<file path="src/tv_pwm_defs.vh">
// register map, field layout and timing constants of the pwm outputs
`ifndef TV_PWM_DEFS_VH
`define TV_PWM_DEFS_VH

// register indices as printed; byte address is four times the index
`define IDX_DAC_CH0 8'hE0
`define IDX_DAC_CH1 8'hE1
`define IDX_DAC_CH2 8'hE2
`define IDX_DAC_CH3 8'hE3
`define IDX_TUNE_LOW 8'hED
`define IDX_TUNE_HIGH 8'hEE

// word index taken from haddr
`define ADDR_IDX_MSB 9
`define ADDR_IDX_LSB 2
`define ADDR_IDX_W 8

// dac control fields
`define DAC_DUTY_MSB 5
`define DAC_DUTY_LSB 0
`define DAC_ENABLE_BIT 6
`define DAC_EXTRA_BIT 7

// tuning word fields
`define TUNE_W 14
`define TUNE_HIGH_W 6
`define TUNE_COARSE_MSB 13
`define TUNE_COARSE_LSB 7
`define TUNE_FINE_MSB 6
`define TUNE_FINE_LSB 0

// reset values; content is undefined, zero is used
`define RST_DAC_CTRL 8'h00
`define RST_TUNE_LOW 8'h00
`define RST_TUNE_HIGH 6'h00

// clock and output rates in hertz
`define SYS_CLK_HZ 10000000
`define TUNE_CLK_HZ 2000000
`define DAC_REP_HZ 31250
`define DAC_STEPS 64
`define SQUARE_HZ 62500

// derived cycle counts
`define TUNE_DIV_CYC (`SYS_CLK_HZ / `TUNE_CLK_HZ)
`define DAC_DIV_CYC (`SYS_CLK_HZ / (`DAC_REP_HZ * `DAC_STEPS))
`define SQUARE_HALF_CYC (`SYS_CLK_HZ / (2 * `SQUARE_HZ))

`endif

</file>
<file path="src/tuning_and_dac_pwm_outputs.v">
// tuning pwm/brm generator, four pwm dacs and square-wave pin
//
// Function
// tuning output built from 14-bit reference counter
// tuning word split over two registers
// upper seven coarse width, lower seven fine
// zero stays low, pulses grow to 128
// above 128, pulses widen by coarse bits
// all ones leaves single one-count low pulse
// reference counter advances at 2 MHz rate
// fine bits insert pulses by halving cycle pattern
// low register holds eight least significant bits
// high register holds six msbs, rest unused
// per-channel prescaler clocks free 6-bit compare counter
// four dac registers drive four channels in order
// zero gives high, all ones 1/64 duty
// enable bit clear forces channel low
// zero duty lets output follow enable only
// dac pattern repeats at 31.25 kHz
// select bit gives 62.5 kHz square, 50% duty
// otherwise pin drives software bit, open drain
// first dac register fields undefined after reset
// software bit shown only while select is clear
// high below coarse, plus one selected count
`timescale 1ns/1ps
`include "tv_pwm_defs.vh"

module tuning_and_dac_pwm_outputs
(
  // clock and reset
  input wire clk_sys,
  input wire rst_n,
  // ahb-lite slave
  input wire hsel,
  input wire [31:0] haddr,
  input wire [1:0] htrans,
  input wire hwrite,
  input wire [2:0] hsize,
  input wire [31:0] hwdata,
  input wire hready,
  output reg hreadyout,
  output reg hresp,
  output reg [31:0] hrdata,
  // tuning output, push-pull
  output reg tuning_voltage_pin,
  // dac pins, open drain: output value and enable
  output reg [3:0] dac_output_pins_o,
  output reg [3:0] dac_output_pins_oe,
  // square wave or general purpose pin, open drain
  output reg square_wave_or_gp_pin_o,
  output reg square_wave_or_gp_pin_oe
);

  localparam integer TUNE_DIV_N = `TUNE_DIV_CYC;
  localparam integer DAC_DIV_N = `DAC_DIV_CYC;
  localparam integer SQUARE_HALF_N = `SQUARE_HALF_CYC;
  // dividers are eight bits; every count at this clock stays below 256
  localparam [7:0] TUNE_DIV = TUNE_DIV_N[7:0];
  localparam [7:0] DAC_DIV = DAC_DIV_N[7:0];
  localparam [7:0] SQUARE_HALF = SQUARE_HALF_N[7:0];
  localparam [7:0] IDX_CH0 = `IDX_DAC_CH0;
  localparam [7:0] IDX_CH1 = `IDX_DAC_CH1;
  localparam [7:0] IDX_CH2 = `IDX_DAC_CH2;
  localparam [7:0] IDX_CH3 = `IDX_DAC_CH3;
  localparam [7:0] IDX_LOW = `IDX_TUNE_LOW;
  localparam [7:0] IDX_HIGH = `IDX_TUNE_HIGH;

  // register file
  reg [7:0] dac_channel0_ctrl;
  reg [7:0] dac_channel1_ctrl;
  reg [7:0] dac_channel2_ctrl;
  reg [7:0] dac_channel3_ctrl;
  reg [7:0] tuning_word_low;
  reg [`TUNE_HIGH_W-1:0] tuning_word_high;

  // ahb data-phase state
  reg wr_pending;
  reg [7:0] wr_idx;
  wire [7:0] addr_idx;
  wire xfer_ok;
  reg [31:0] next_hrdata;

  assign addr_idx = haddr[`ADDR_IDX_MSB:`ADDR_IDX_LSB];
  // every nonseq or seq transfer that selects this slave is acted on; hsize and the low address bits are not checked
  assign xfer_ok = hsel & htrans[1] & hready;

  // address phase: capture writes, prepare read data
  always @(posedge clk_sys or negedge rst_n)
  begin
    if (!rst_n)
    begin
      wr_pending <= 1'b0;
      wr_idx <= 8'h00;
      hrdata <= 32'h0000_0000;
      hreadyout <= 1'b1;
      hresp <= 1'b0;
    end
    else
    begin
      hreadyout <= 1'b1;
      hresp <= 1'b0;
      if (hready)
      begin
        wr_pending <= xfer_ok & hwrite;
        wr_idx <= addr_idx;
        if (xfer_ok & ~hwrite)
        begin
          hrdata <= next_hrdata;
        end
        else
        begin
          hrdata <= 32'h0000_0000;
        end
      end
    end
  end

  // read mux; unmapped words read as zero
  always @*
  begin
    next_hrdata = 32'h0000_0000;
    case (addr_idx)
      IDX_CH0: next_hrdata = {24'h00_0000, dac_channel0_ctrl};
      IDX_CH1: next_hrdata = {24'h00_0000, dac_channel1_ctrl};
      IDX_CH2: next_hrdata = {24'h00_0000, dac_channel2_ctrl};
      IDX_CH3: next_hrdata = {24'h00_0000, dac_channel3_ctrl};
      IDX_LOW: next_hrdata = {24'h00_0000, tuning_word_low};
      IDX_HIGH: next_hrdata = {26'h000_0000, tuning_word_high};
      default: next_hrdata = 32'h0000_0000;
    endcase
    // a write still in its data phase lands only at this edge, so a
    // pipelined read of the same word must see the incoming value
    if (wr_pending && (wr_idx == addr_idx))
    begin
      case (wr_idx)
        IDX_CH0, IDX_CH1, IDX_CH2, IDX_CH3, IDX_LOW:
          next_hrdata = {24'h00_0000, hwdata[7:0]};
        IDX_HIGH:
          next_hrdata = {26'h000_0000, hwdata[5:0]};
        default:
          next_hrdata = 32'h0000_0000;
      endcase
    end
  end

  // data phase: write the addressed register
  always @(posedge clk_sys or negedge rst_n)
  begin
    if (!rst_n)
    begin
      dac_channel0_ctrl <= `RST_DAC_CTRL;
      dac_channel1_ctrl <= `RST_DAC_CTRL;
      dac_channel2_ctrl <= `RST_DAC_CTRL;
      dac_channel3_ctrl <= `RST_DAC_CTRL;
      tuning_word_low <= `RST_TUNE_LOW;
      tuning_word_high <= `RST_TUNE_HIGH;
    end
    else if (wr_pending)
    begin
      case (wr_idx)
        IDX_CH0: dac_channel0_ctrl <= hwdata[7:0];
        IDX_CH1: dac_channel1_ctrl <= hwdata[7:0];
        IDX_CH2: dac_channel2_ctrl <= hwdata[7:0];
        IDX_CH3: dac_channel3_ctrl <= hwdata[7:0];
        IDX_LOW: tuning_word_low <= hwdata[7:0];
        IDX_HIGH: tuning_word_high <= hwdata[5:0];
        default:
        begin
        end
      endcase
    end
  end

  // tuning generator
  wire [`TUNE_W-1:0] tune_word;
  reg [`TUNE_W-1:0] tune_shadow;
  reg [7:0] tune_div_cnt;
  reg tune_tick;
  reg [`TUNE_W-1:0] tune_cnt;
  wire [6:0] coarse;
  wire [6:0] fine;
  wire [6:0] pos;
  wire [6:0] cycle;
  wire [6:0] fine_hit;
  reg next_tune_level;

  assign tune_word = {tuning_word_high, tuning_word_low};

  // 2 mhz enable from the system clock
  always @(posedge clk_sys or negedge rst_n)
  begin
    if (!rst_n)
    begin
      tune_div_cnt <= 8'h00;
      tune_tick <= 1'b0;
    end
    else if (tune_div_cnt == TUNE_DIV - 8'h01)
    begin
      tune_div_cnt <= 8'h00;
      tune_tick <= 1'b1;
    end
    else
    begin
      tune_div_cnt <= tune_div_cnt + 8'h01;
      tune_tick <= 1'b0;
    end
  end

  // word is reloaded only at period start so a split write of the
  // two halves cannot produce one odd period mid-way
  always @(posedge clk_sys or negedge rst_n)
  begin
    if (!rst_n)
    begin
      tune_cnt <= 14'h0000;
      tune_shadow <= 14'h0000;
    end
    else if (tune_tick)
    begin
      tune_cnt <= tune_cnt + 14'h0001;
      if (tune_cnt == 14'h3FFF)
      begin
        tune_shadow <= tune_word;
      end
    end
  end

  assign coarse = tune_shadow[`TUNE_COARSE_MSB:`TUNE_COARSE_LSB];
  assign fine = tune_shadow[`TUNE_FINE_MSB:`TUNE_FINE_LSB];
  assign pos = tune_cnt[6:0];
  assign cycle = tune_cnt[13:7];

  // fine bit k selects cycles whose lowest set bit is 6-k
  genvar k;
  generate
    for (k = 0; k < 7; k = k + 1)
    begin : g_brm
      localparam [6:0] LOW_MASK = (7'h01 << (6 - k)) - 7'h01;
      assign fine_hit[k] = fine[k] & cycle[6-k] &
                           ((cycle & LOW_MASK) == 7'h00);
    end
  endgenerate

  // high below coarse; one extra count when the fine table picks it
  always @*
  begin
    next_tune_level = 1'b0;
    if (pos < coarse)
    begin
      next_tune_level = 1'b1;
    end
    else if ((pos == coarse) && (fine_hit != 7'h00))
    begin
      next_tune_level = 1'b1;
    end
  end

  always @(posedge clk_sys or negedge rst_n)
  begin
    if (!rst_n)
    begin
      tuning_voltage_pin <= 1'b0;
    end
    else
    begin
      tuning_voltage_pin <= next_tune_level;
    end
  end

  // dac channels
  wire [31:0] dac_ctrl_flat;
  wire [3:0] next_dac_level;

  assign dac_ctrl_flat = {dac_channel3_ctrl, dac_channel2_ctrl,
                          dac_channel1_ctrl, dac_channel0_ctrl};

  genvar c;
  generate
    for (c = 0; c < 4; c = c + 1)
    begin : g_dac
      reg [7:0] pre_cnt;
      reg [5:0] step_cnt;
      wire [7:0] ctrl;
      wire [5:0] duty;
      wire dac_channel_enable;
      assign ctrl = dac_ctrl_flat[8*c+7:8*c];
      assign duty = ctrl[`DAC_DUTY_MSB:`DAC_DUTY_LSB];
      assign dac_channel_enable = ctrl[`DAC_ENABLE_BIT];
      // each channel keeps its own prescaler, as on the real cell
      always @(posedge clk_sys or negedge rst_n)
      begin
        if (!rst_n)
        begin
          pre_cnt <= 8'h00;
          step_cnt <= 6'h00;
        end
        else if (pre_cnt == DAC_DIV - 8'h01)
        begin
          pre_cnt <= 8'h00;
          step_cnt <= step_cnt + 6'h01;
        end
        else
        begin
          pre_cnt <= pre_cnt + 8'h01;
        end
      end
      // high while step at or above duty: zero gives steady high
      assign next_dac_level[c] = dac_channel_enable &
                                 (step_cnt >= duty);
    end
  endgenerate

  // open drain: enable pulls the pin low
  always @(posedge clk_sys or negedge rst_n)
  begin
    if (!rst_n)
    begin
      dac_output_pins_o <= 4'h0;
      dac_output_pins_oe <= 4'hF;
    end
    else
    begin
      dac_output_pins_o <= 4'h0;
      dac_output_pins_oe <= ~next_dac_level;
    end
  end

  // square wave
  reg [7:0] sq_cnt;
  reg sq_level;
  wire square_wave_select;
  wire gp_data;
  wire next_sq_pin;

  always @(posedge clk_sys or negedge rst_n)
  begin
    if (!rst_n)
    begin
      sq_cnt <= 8'h00;
      sq_level <= 1'b0;
    end
    else if (sq_cnt == SQUARE_HALF - 8'h01)
    begin
      sq_cnt <= 8'h00;
      sq_level <= ~sq_level;
    end
    else
    begin
      sq_cnt <= sq_cnt + 8'h01;
    end
  end

  assign square_wave_select = dac_channel0_ctrl[`DAC_EXTRA_BIT];
  assign gp_data = dac_channel1_ctrl[`DAC_EXTRA_BIT];
  // select wins; the software bit is ignored while the square runs
  assign next_sq_pin = square_wave_select ? sq_level :
                       gp_data;

  always @(posedge clk_sys or negedge rst_n)
  begin
    if (!rst_n)
    begin
      square_wave_or_gp_pin_o <= 1'b0;
      square_wave_or_gp_pin_oe <= 1'b1;
    end
    else
    begin
      square_wave_or_gp_pin_o <= 1'b0;
      square_wave_or_gp_pin_oe <= ~next_sq_pin;
    end
  end

endmodule // tuning_and_dac_pwm_outputs

</file>
<file path="config.mk">
export PLATFORM = sky130hd
export DESIGN_NAME = tuning_and_dac_pwm_outputs
export DESIGN_NICKNAME = d
export VERILOG_FILES = /design/src/tuning_and_dac_pwm_outputs.v
export VERILOG_INCLUDE_DIRS = /design/src
export SDC_FILE = /design/constraint.sdc
export NUM_CORES = 1
export LEC_CHECK = 0
export BUFFER_PORTS_ARGS = -buffer_cell sky130_fd_sc_hd__buf_2
export CORE_AREA = 2 2 131 261
export DETAILED_ROUTE_END_ITERATION = 10
export DIE_AREA = 0 0 133 263
export SYNTH_ARGS = -nofsm -noshare
export SYNTH_HDL_FRONTEND = slang
export SYNTH_SLANG_ARGS = --single-unit
</file>
<file path="constraint.sdc">
create_clock -name clk_sys -period 3 [get_ports clk_sys]
set_clock_uncertainty 0.1 [all_clocks]
set_input_delay 0.6 -clock clk_sys [delete_from_list [all_inputs] [get_ports clk_sys]]
set_output_delay 0.6 -clock clk_sys [all_outputs]
set_load 0.005 [all_outputs]
</file>
==> impl_metrics.env, run 1 <==
export IMPL_status="finished clean"
export IMPL_postSynthAreaPerCell_sq_um=11.7
export IMPL_overflow=0
export IMPL_synth_top_area_share=0.488
export IMPL_dieHeight_um=263
export IMPL_drive_gt1_frac=0.211
export IMPL_ant_nets=0
export IMPL_ys_seq_area_frac=0.503
export IMPL_synth_distinct_cells=59
export IMPL_fin_util=0.297
export IMPL_grt_pass1_vias=5656
export IMPL_grt_pass1_wl_um=29600
export IMPL_worstSkewPairLatency_ps=440
export IMPL_port_buffers=35
export IMPL_min_to="wr_pending"
export IMPL_reg2reg_depth=7
export IMPL_cts_sinks=171
export IMPL_tns_ps=0
export IMPL_ff_latch_area_sq_um=4290
export IMPL_use_met3=0.0258
export IMPL_grt_max_degree=53
export IMPL_relSlewSlack=0.510
export IMPL_r2r_slack_ps=680
export IMPL_period_needed_ps=2320
export IMPL_ys_ff_latch=171
export IMPL_row_count=94
export IMPL_synth_most_common_cell="dfrtp_1"
export IMPL_gp_congestion=0.855
export IMPL_nNetsFinal=900
export IMPL_multiInputGateArea_sq_um=3880
export IMPL_die_area_sq_um=35000
export IMPL_synthTopCellsByCount="dfrtp_1, mux2_2, xnor2_1"
export IMPL_cp_arrival_ps=2570
export IMPL_synthTopCellsByArea="dfrtp_1, mux2_2, ha_1, xnor2_1, buf_4"
export IMPL_ys_flop_type="dfrtp_1"
export IMPL_final_period_utilization=0.772
export IMPL_power_leakage_nw=4.47
export IMPL_synth_edf_count=0
export IMPL_clock_fmax_mhz=432
export IMPL_crit_path_end_kind="flip-flop"
export IMPL_first_pass_iters=4
export IMPL_antenna_found_initial=3
export IMPL_drc=0
export IMPL_die_w_um=133
export IMPL_cts_resized=0
export IMPL_setup_violations_final=0
export IMPL_dp_hpwl_um=13600
export IMPL_globalRouteMet1Util=0.105
export IMPL_routed_wl_um=18000
export IMPL_synthArstFlopShare=1.00
export IMPL_crit_type="reg2reg"
export IMPL_critPathMaxStageDelay_ps=500
export IMPL_path_max_fanout=9
export IMPL_htreeDepth=4
export IMPL_cp_slowest_cell="nor4b_4"
export IMPL_slew_viol_final=0
export IMPL_clk_path_buf_depth=2
export IMPL_root_buffer="clkbuf_16"
export IMPL_reg2reg_to="g_dac[3].step_cnt[5]"
export IMPL_viasPerCell=4.45
export IMPL_instances_no_fill=1224
export IMPL_maxCapViolations=0
export IMPL_hold_depth=3
export IMPL_syn_inst=731
export IMPL_hold_path_class="in2reg"
export IMPL_total_power_mw=4.96
export IMPL_start_kind="flip-flop"
export IMPL_initial_core_util=0.260
export IMPL_cts_buffers=17
export IMPL_drtIter0Drc=189
export IMPL_synth_area_sq_um=8520
export IMPL_grt_busiest_layer="met2"
export IMPL_hp_start="hwrite"
export IMPL_critPathRequiredTime_ps=3250
export IMPL_core_area_sq_um=32800
export IMPL_routedWlPerCell_um=14.7
export IMPL_num_vias=5450
export IMPL_path_clk_slew_ps=60
export IMPL_cp_cell_sequence="inv_1 -> ha_1 -> or4b_4 -> nor4b_4 -> nand4_2 -> nor2_2 -> xor2_1"
export IMPL_cts_tree="done"
export IMPL_design_portCount=119
export IMPL_powerDensity_nw_per_um2=508
export IMPL_yosysTopAreaCell="dfrtp_1"
export IMPL_dp_cells=1191
export IMPL_yosysWarnings=0
export IMPL_syn_to_final_growth_pct=14.6
export IMPL_r2r_start="g_dac[3].pre_cnt[0]"
export IMPL_antennaDiodeCount=0
export IMPL_hold_violations=0
export IMPL_vdd_drop_max_uv=382
export IMPL_num_fill_cells=3357
export IMPL_worst_pin_slew_ps=728
export IMPL_rsz0062_at_grt="false"
export IMPL_globalRouteMet2Util=0.208
export IMPL_grt_usage=0.109
==> routing by layer <==
layer / vias to the layer above / part of all wire
met1: 2704 / 0.36
li1: 2584 / -
met5: - / 0.0021
met2: 115 / 0.57
met4: 6 / 0.036
met3: 41 / 0.039
==> area by class of cell <==
type / instances / share of cell area
flip-flops and latches: 171 / 0.439
multi-input cells: 498 / 0.398
well taps: 432 / 0.0554
clock buffers: 19 / 0.0464
repair buffers: 43 / 0.0263
inverters: 48 / 0.0185
clock inverters: 13 / 0.0168
==> logic make-up (layout without fill, tap and decap cells) <==
family                     after synthesis  count (layout)  share of synthesized area
other                                    2              31                   0.000882
buffers and inverters                   91             123                     0.0540
DFF                                    171             171                      0.503
AOI/OAI and AO/OA                       65              65                     0.0557
and+or+nand+nor                        195             195                      0.124
adders and majority gates               47              47                     0.0690
muxes                                   82              82                      0.113
xor gates and xnor gates                78              78                     0.0802
==> critical path: cells and delay by family, from the launching register on <==
kind	cells	cell delay, ps
flip-flops	1	410
adder cells (fa/ha/maj)	1	140
buffers and inverters	1	70
XOR/XNOR	1	170
AND/OR/NAND/NOR	4	1330
==> repair_timing <==
action / in CTS / in global routing
hold buffers: 1 / 0
setup buffers: 0 / 0
endpoints found under the hold margin: 34 / 0
==> through the flow <==
stage,setup slack [ps],area (sq um),hold WS [ps]
2_1_floorplan,849,8630,204
3_3_place_gp,566,9140,339
3_5_place_dp,548,9140,339
4_1_cts,640,9760,303
5_1_grt,508,9760,330
6_report,683,9760,324
==> state kept, by name (all words and copies together), names as in the netlist, 14 cells and up <==
name            cells
tune_shadow        14
g_dac.step_cnt     24
tune_cnt           14
g_dac.pre_cnt      32
==> how the worst max path moves through the flow <==
stage | slack (ps) | to | startpoint
after floorplan | 850 | hrdata[4] | haddr[3]
after global placement | 570 | hrdata[4] | hready
after detailed placement | 550 | hrdata[6] | hready
after CTS | 640 | g_dac[3].step_cnt[5] | g_dac[3].pre_cnt[0]
after global routing | 510 | g_dac[3].step_cnt[5] | g_dac[3].pre_cnt[0]
final | 680 | g_dac[3].step_cnt[5] | g_dac[3].pre_cnt[0]
==> cell usage in the layout (no fill, tap or decap), types with 12 or more instances in the layout <==
cell type and instances:
nand2_1 37, clkbuf_16 17, dfrtp_1 166, mux2_2 72, nand3_1 39, conb_1 31, ha_1 47, nor2_1 34
buf_2 34, inv_1 47, nor2b_1 12, xnor2_1 62, and3_1 13, xor2_1 16, nand4_1 14
==> where the power goes <==
group	leakage, nW	internal (mW)	switching, mW	total, mW
Combinational	2.00	0.102	0.151	0.253
Clock	0.300	1.36	0.943	2.30
Sequential	2.16	2.35	0.0540	2.41
Note: power is estimated with default switching activity, not from simulation.
==> run 2, diff against run 1 <==
--- a/config.mk
+++ b/config.mk
@@ -6,10 +6,11 @@
 export SDC_FILE = /design/constraint.sdc
 export NUM_CORES = 1
 export LEC_CHECK = 0
+export ABC_AREA = 1
 export BUFFER_PORTS_ARGS = -buffer_cell sky130_fd_sc_hd__buf_2
-export CORE_AREA = 2 2 131 261
+export CORE_AREA = 2 2 135 268
 export DETAILED_ROUTE_END_ITERATION = 10
-export DIE_AREA = 0 0 133 263
+export DIE_AREA = 0 0 137 270
 export SYNTH_ARGS = -nofsm -noshare
 export SYNTH_HDL_FRONTEND = slang
 export SYNTH_SLANG_ARGS = --single-unit
==> constraint.sdc (replaced) <==
create_clock -name clk_sys -period 2 [get_ports clk_sys]
set_clock_uncertainty 0.1 [all_clocks]
set_input_delay 0.4 -clock clk_sys [delete_from_list [all_inputs] [get_ports clk_sys]]
set_output_delay 0.4 -clock clk_sys [all_outputs]
set_load 0.005 [all_outputs]
==> run 2 against run 1 <==
Against the previous run:
- die area is 5.7% higher
- flip-flop and latch count stayed put
- sequential share of layout area is 3.0 points lower
- core utilization is 0.23 points higher
- wire length is 19% higher
- synthesized cell count is 46% higher
- power is 55% higher
- first-iteration DRC count is 72% higher
- cell count is 30% higher
- worst hold slack worse by 220 ps
- combinational power is 57% higher
- clock power is 62% higher
- critical endpoint is now tune_shadow[10]
==> impl_metrics.env, run 2 <==
export IMPL_status="finished clean"
export IMPL_fin_ws_ps=135
export IMPL_multiInputGateArea_sq_um=3900
export IMPL_antennaDiodeCount=0
export IMPL_vdd_drop_max_uv=551
export IMPL_crit_path_end="tune_shadow[10]"
export IMPL_synthArstFlopShare=1.00
export IMPL_nNetsFinal=1257
export IMPL_ys_flop_type="dfrtp_1"
export IMPL_hold_buffers=1
export IMPL_reg2reg_depth=10
export IMPL_cts_buffers=17
export IMPL_num_fill_cells=3766
export IMPL_root_buffer="clkbuf_16"
export IMPL_relSlewSlack=0.585
export IMPL_grt_pass1_wl_um=35000
export IMPL_hold_violations=0
export IMPL_largest_register_ffs=32
export IMPL_place_ws_ps=-34.5
export IMPL_row_count=97
export IMPL_p_comb_frac=0.052
export IMPL_setup_violations_final=0
export IMPL_cts_tree="done"
export IMPL_cts_setup_buffers=0
export IMPL_syn_inst=1067
export IMPL_path_max_fanout=20
export IMPL_final_common_cell="nand2_1"
export IMPL_fin_util=0.300
export IMPL_synthTopCellsByCount="nand2_1, dfrtp_1, inv_1"
export IMPL_die_w_um=137
export IMPL_htreeDepth=4
export IMPL_final_period_utilization=0.932
export IMPL_place_area_sq_um=9810
export IMPL_ff_latch_area_sq_um=4290
export IMPL_tns_ps=0
export IMPL_clk_path_buf_depth=2
export IMPL_antenna_found_initial=0
export IMPL_hold_path_class="in2reg"
export IMPL_clock_fmax_mhz=536
export IMPL_yosysWarnings=0
export IMPL_synth_edf_count=0
export IMPL_crit_type="reg2reg"
export IMPL_postLayoutCellArea_sq_um=10500
export IMPL_total_power_mw=7.69
export IMPL_core_area_sq_um=35000
export IMPL_switchingPower_mw=1.74
export IMPL_ant_nets=0
export IMPL_ys_ff_latch=171
export IMPL_synth_most_common_cell="nand2_1"
export IMPL_power_leakage_nw=5.59
export IMPL_grt_pass1_vias=7014
export IMPL_cts_resized=0
export IMPL_port_buffers=35
export IMPL_num_vias=6974
export IMPL_drtIter0Drc=325
export IMPL_syn_to_final_growth_pct=16.7
export IMPL_r2r_slack_ps=140
export IMPL_cts_sinks=171
export IMPL_worst_pin_slew_ps=621
export IMPL_dp_hpwl_um=16800
export IMPL_worstSkewPairLatency_ps=450
export IMPL_crit_path_end_kind="flip-flop"
export IMPL_dieHeight_um=270
export IMPL_p_clk_frac=0.484
export IMPL_period_needed_ps=1860
export IMPL_critPathRequiredTime_ps=2270
export IMPL_postSynthAreaPerCell_sq_um=8.42
export IMPL_internal_power_mw=5.95
export IMPL_design_portCount=119
export IMPL_synth_distinct_cells=38
export IMPL_viasPerCell=4.38
export IMPL_die_area_sq_um=37000
export IMPL_critPathLaunch="tune_cnt[0]"
export IMPL_path_clk_slew_ps=70
export IMPL_grt_usage=0.123
export IMPL_layout_common_cells="nand2_1, dfrtp_1, inv_1"
export IMPL_switching_share=0.226
export IMPL_top_register="g_dac.pre_cnt"
export IMPL_start_kind="flip-flop"
export IMPL_routed_wl_um=21500
export IMPL_cp_arrival_ps=2140
export IMPL_drive_gt1_frac=0.110
export IMPL_synthTopCellsByArea="dfrtp_1, nand2_1, inv_1, ha_1, nand3_1"
export IMPL_drc=0
export IMPL_top_regs="g_dac.pre_cnt x32, g_dac.step_cnt x24"
export IMPL_routedWlPerCell_um=13.5
export IMPL_synth_area_sq_um=8980
export IMPL_synth_top_area_share=0.462
export IMPL_rsz0062_at_grt="false"
export IMPL_ys_seq_area_frac=0.477
export IMPL_powerDensity_nw_per_um2=734
export IMPL_grt_max_degree=47
export IMPL_overflow=0
export IMPL_pwr_share_seq=0.465
export IMPL_yosysTopAreaCell="dfrtp_1"
export IMPL_initial_core_util=0.257
export IMPL_slew_viol_final=0
export IMPL_reg2reg_to="tune_shadow[10]"
export IMPL_maxCapViolations=0
export IMPL_first_pass_iters=5
export IMPL_r2r_start="tune_cnt[0]"
export IMPL_gp_congestion=0.940
-- run 2: changes by cell type after synthesis, sizes merged, moves of 21 or more --
cell and delta:
nand2 +195, inv +110, mux2 -69, o21ai +62, nor2 +60, xnor2 -53, nand3 +48, a21oi +21
-- run 2: worst min path at each step --
stage | from | endpoint | slack (ps) | cells after the start
floorplan | rst_n | dac_channel0_ctrl[0] | 4 | 0
global placement | rst_n | hrdata[7] | 270 | 1
detailed placement | rst_n | hrdata[2] | 270 | 1
CTS | hwrite | wr_pending | 90 | 3
global route | hwrite | wr_pending | 110 | 3
finish | hwrite | wr_pending | 110 | 3
-- run 2: worst max-delay path, cell delays in order, from the launching register on --
cell and delay (ps):
dfrtp_1 410, ha_1 210, nand2_2 90, nor2_4 120
nand4_4 110, nor2_4 170, nand2_4 80, nor3_4 170
buf_12 190, nand2_1 80, o21ai_2 50
-- run 2: power by group through the flow --
stage	Sequential [mW]	Clock, mW	Combinational (mW)
2_1_floorplan	3.61	0	0.236
3_3_place_gp	3.63	0	0.394
3_5_place_dp	3.64	0	0.401
4_1_cts	3.57	3.81	0.404
5_1_grt	3.58	3.95	0.461
6_report	3.57	3.72	0.396
-- run 2: cells by family after synthesis --
kind of cell / Yosys count / synth area share
adder cells (fa/ha/maj): 47 / 0.0655
buffers and inverters: 204 / 0.101
flip-flops: 171 / 0.477
multiplexers: 3 / 0.00376
AND/OR/NAND/NOR: 477 / 0.235
other: 2 / 0.000836
XOR/XNOR: 45 / 0.0439
AO/OA/AOI/OAI: 118 / 0.0727
-- run 2: final cells by class --
class	instances	share of cell area
timing repair buffer	67	0.0464
clock buffer	22	0.0452
tap	445	0.0531
multi-input combinational	721	0.372
inverter	158	0.0566
clock inverter	10	0.0179
sequential	171	0.409
-- run 2: layer usage --
layer  share of wire  global-route usage  wire length, um
met5               0                   0                0
met4           0.043              0.0632              918
met3           0.022              0.0146              479
met2            0.59               0.247            12600
met1            0.35               0.115             7530
-- run 2: through the flow --
step           cells  hold WS, ps
3_3_place_gp    1561          269
3_5_place_dp    1561          273
4_1_cts         1594         91.8
6_report        1594          105
5_1_grt         1594          114
2_1_floorplan   1096         4.41
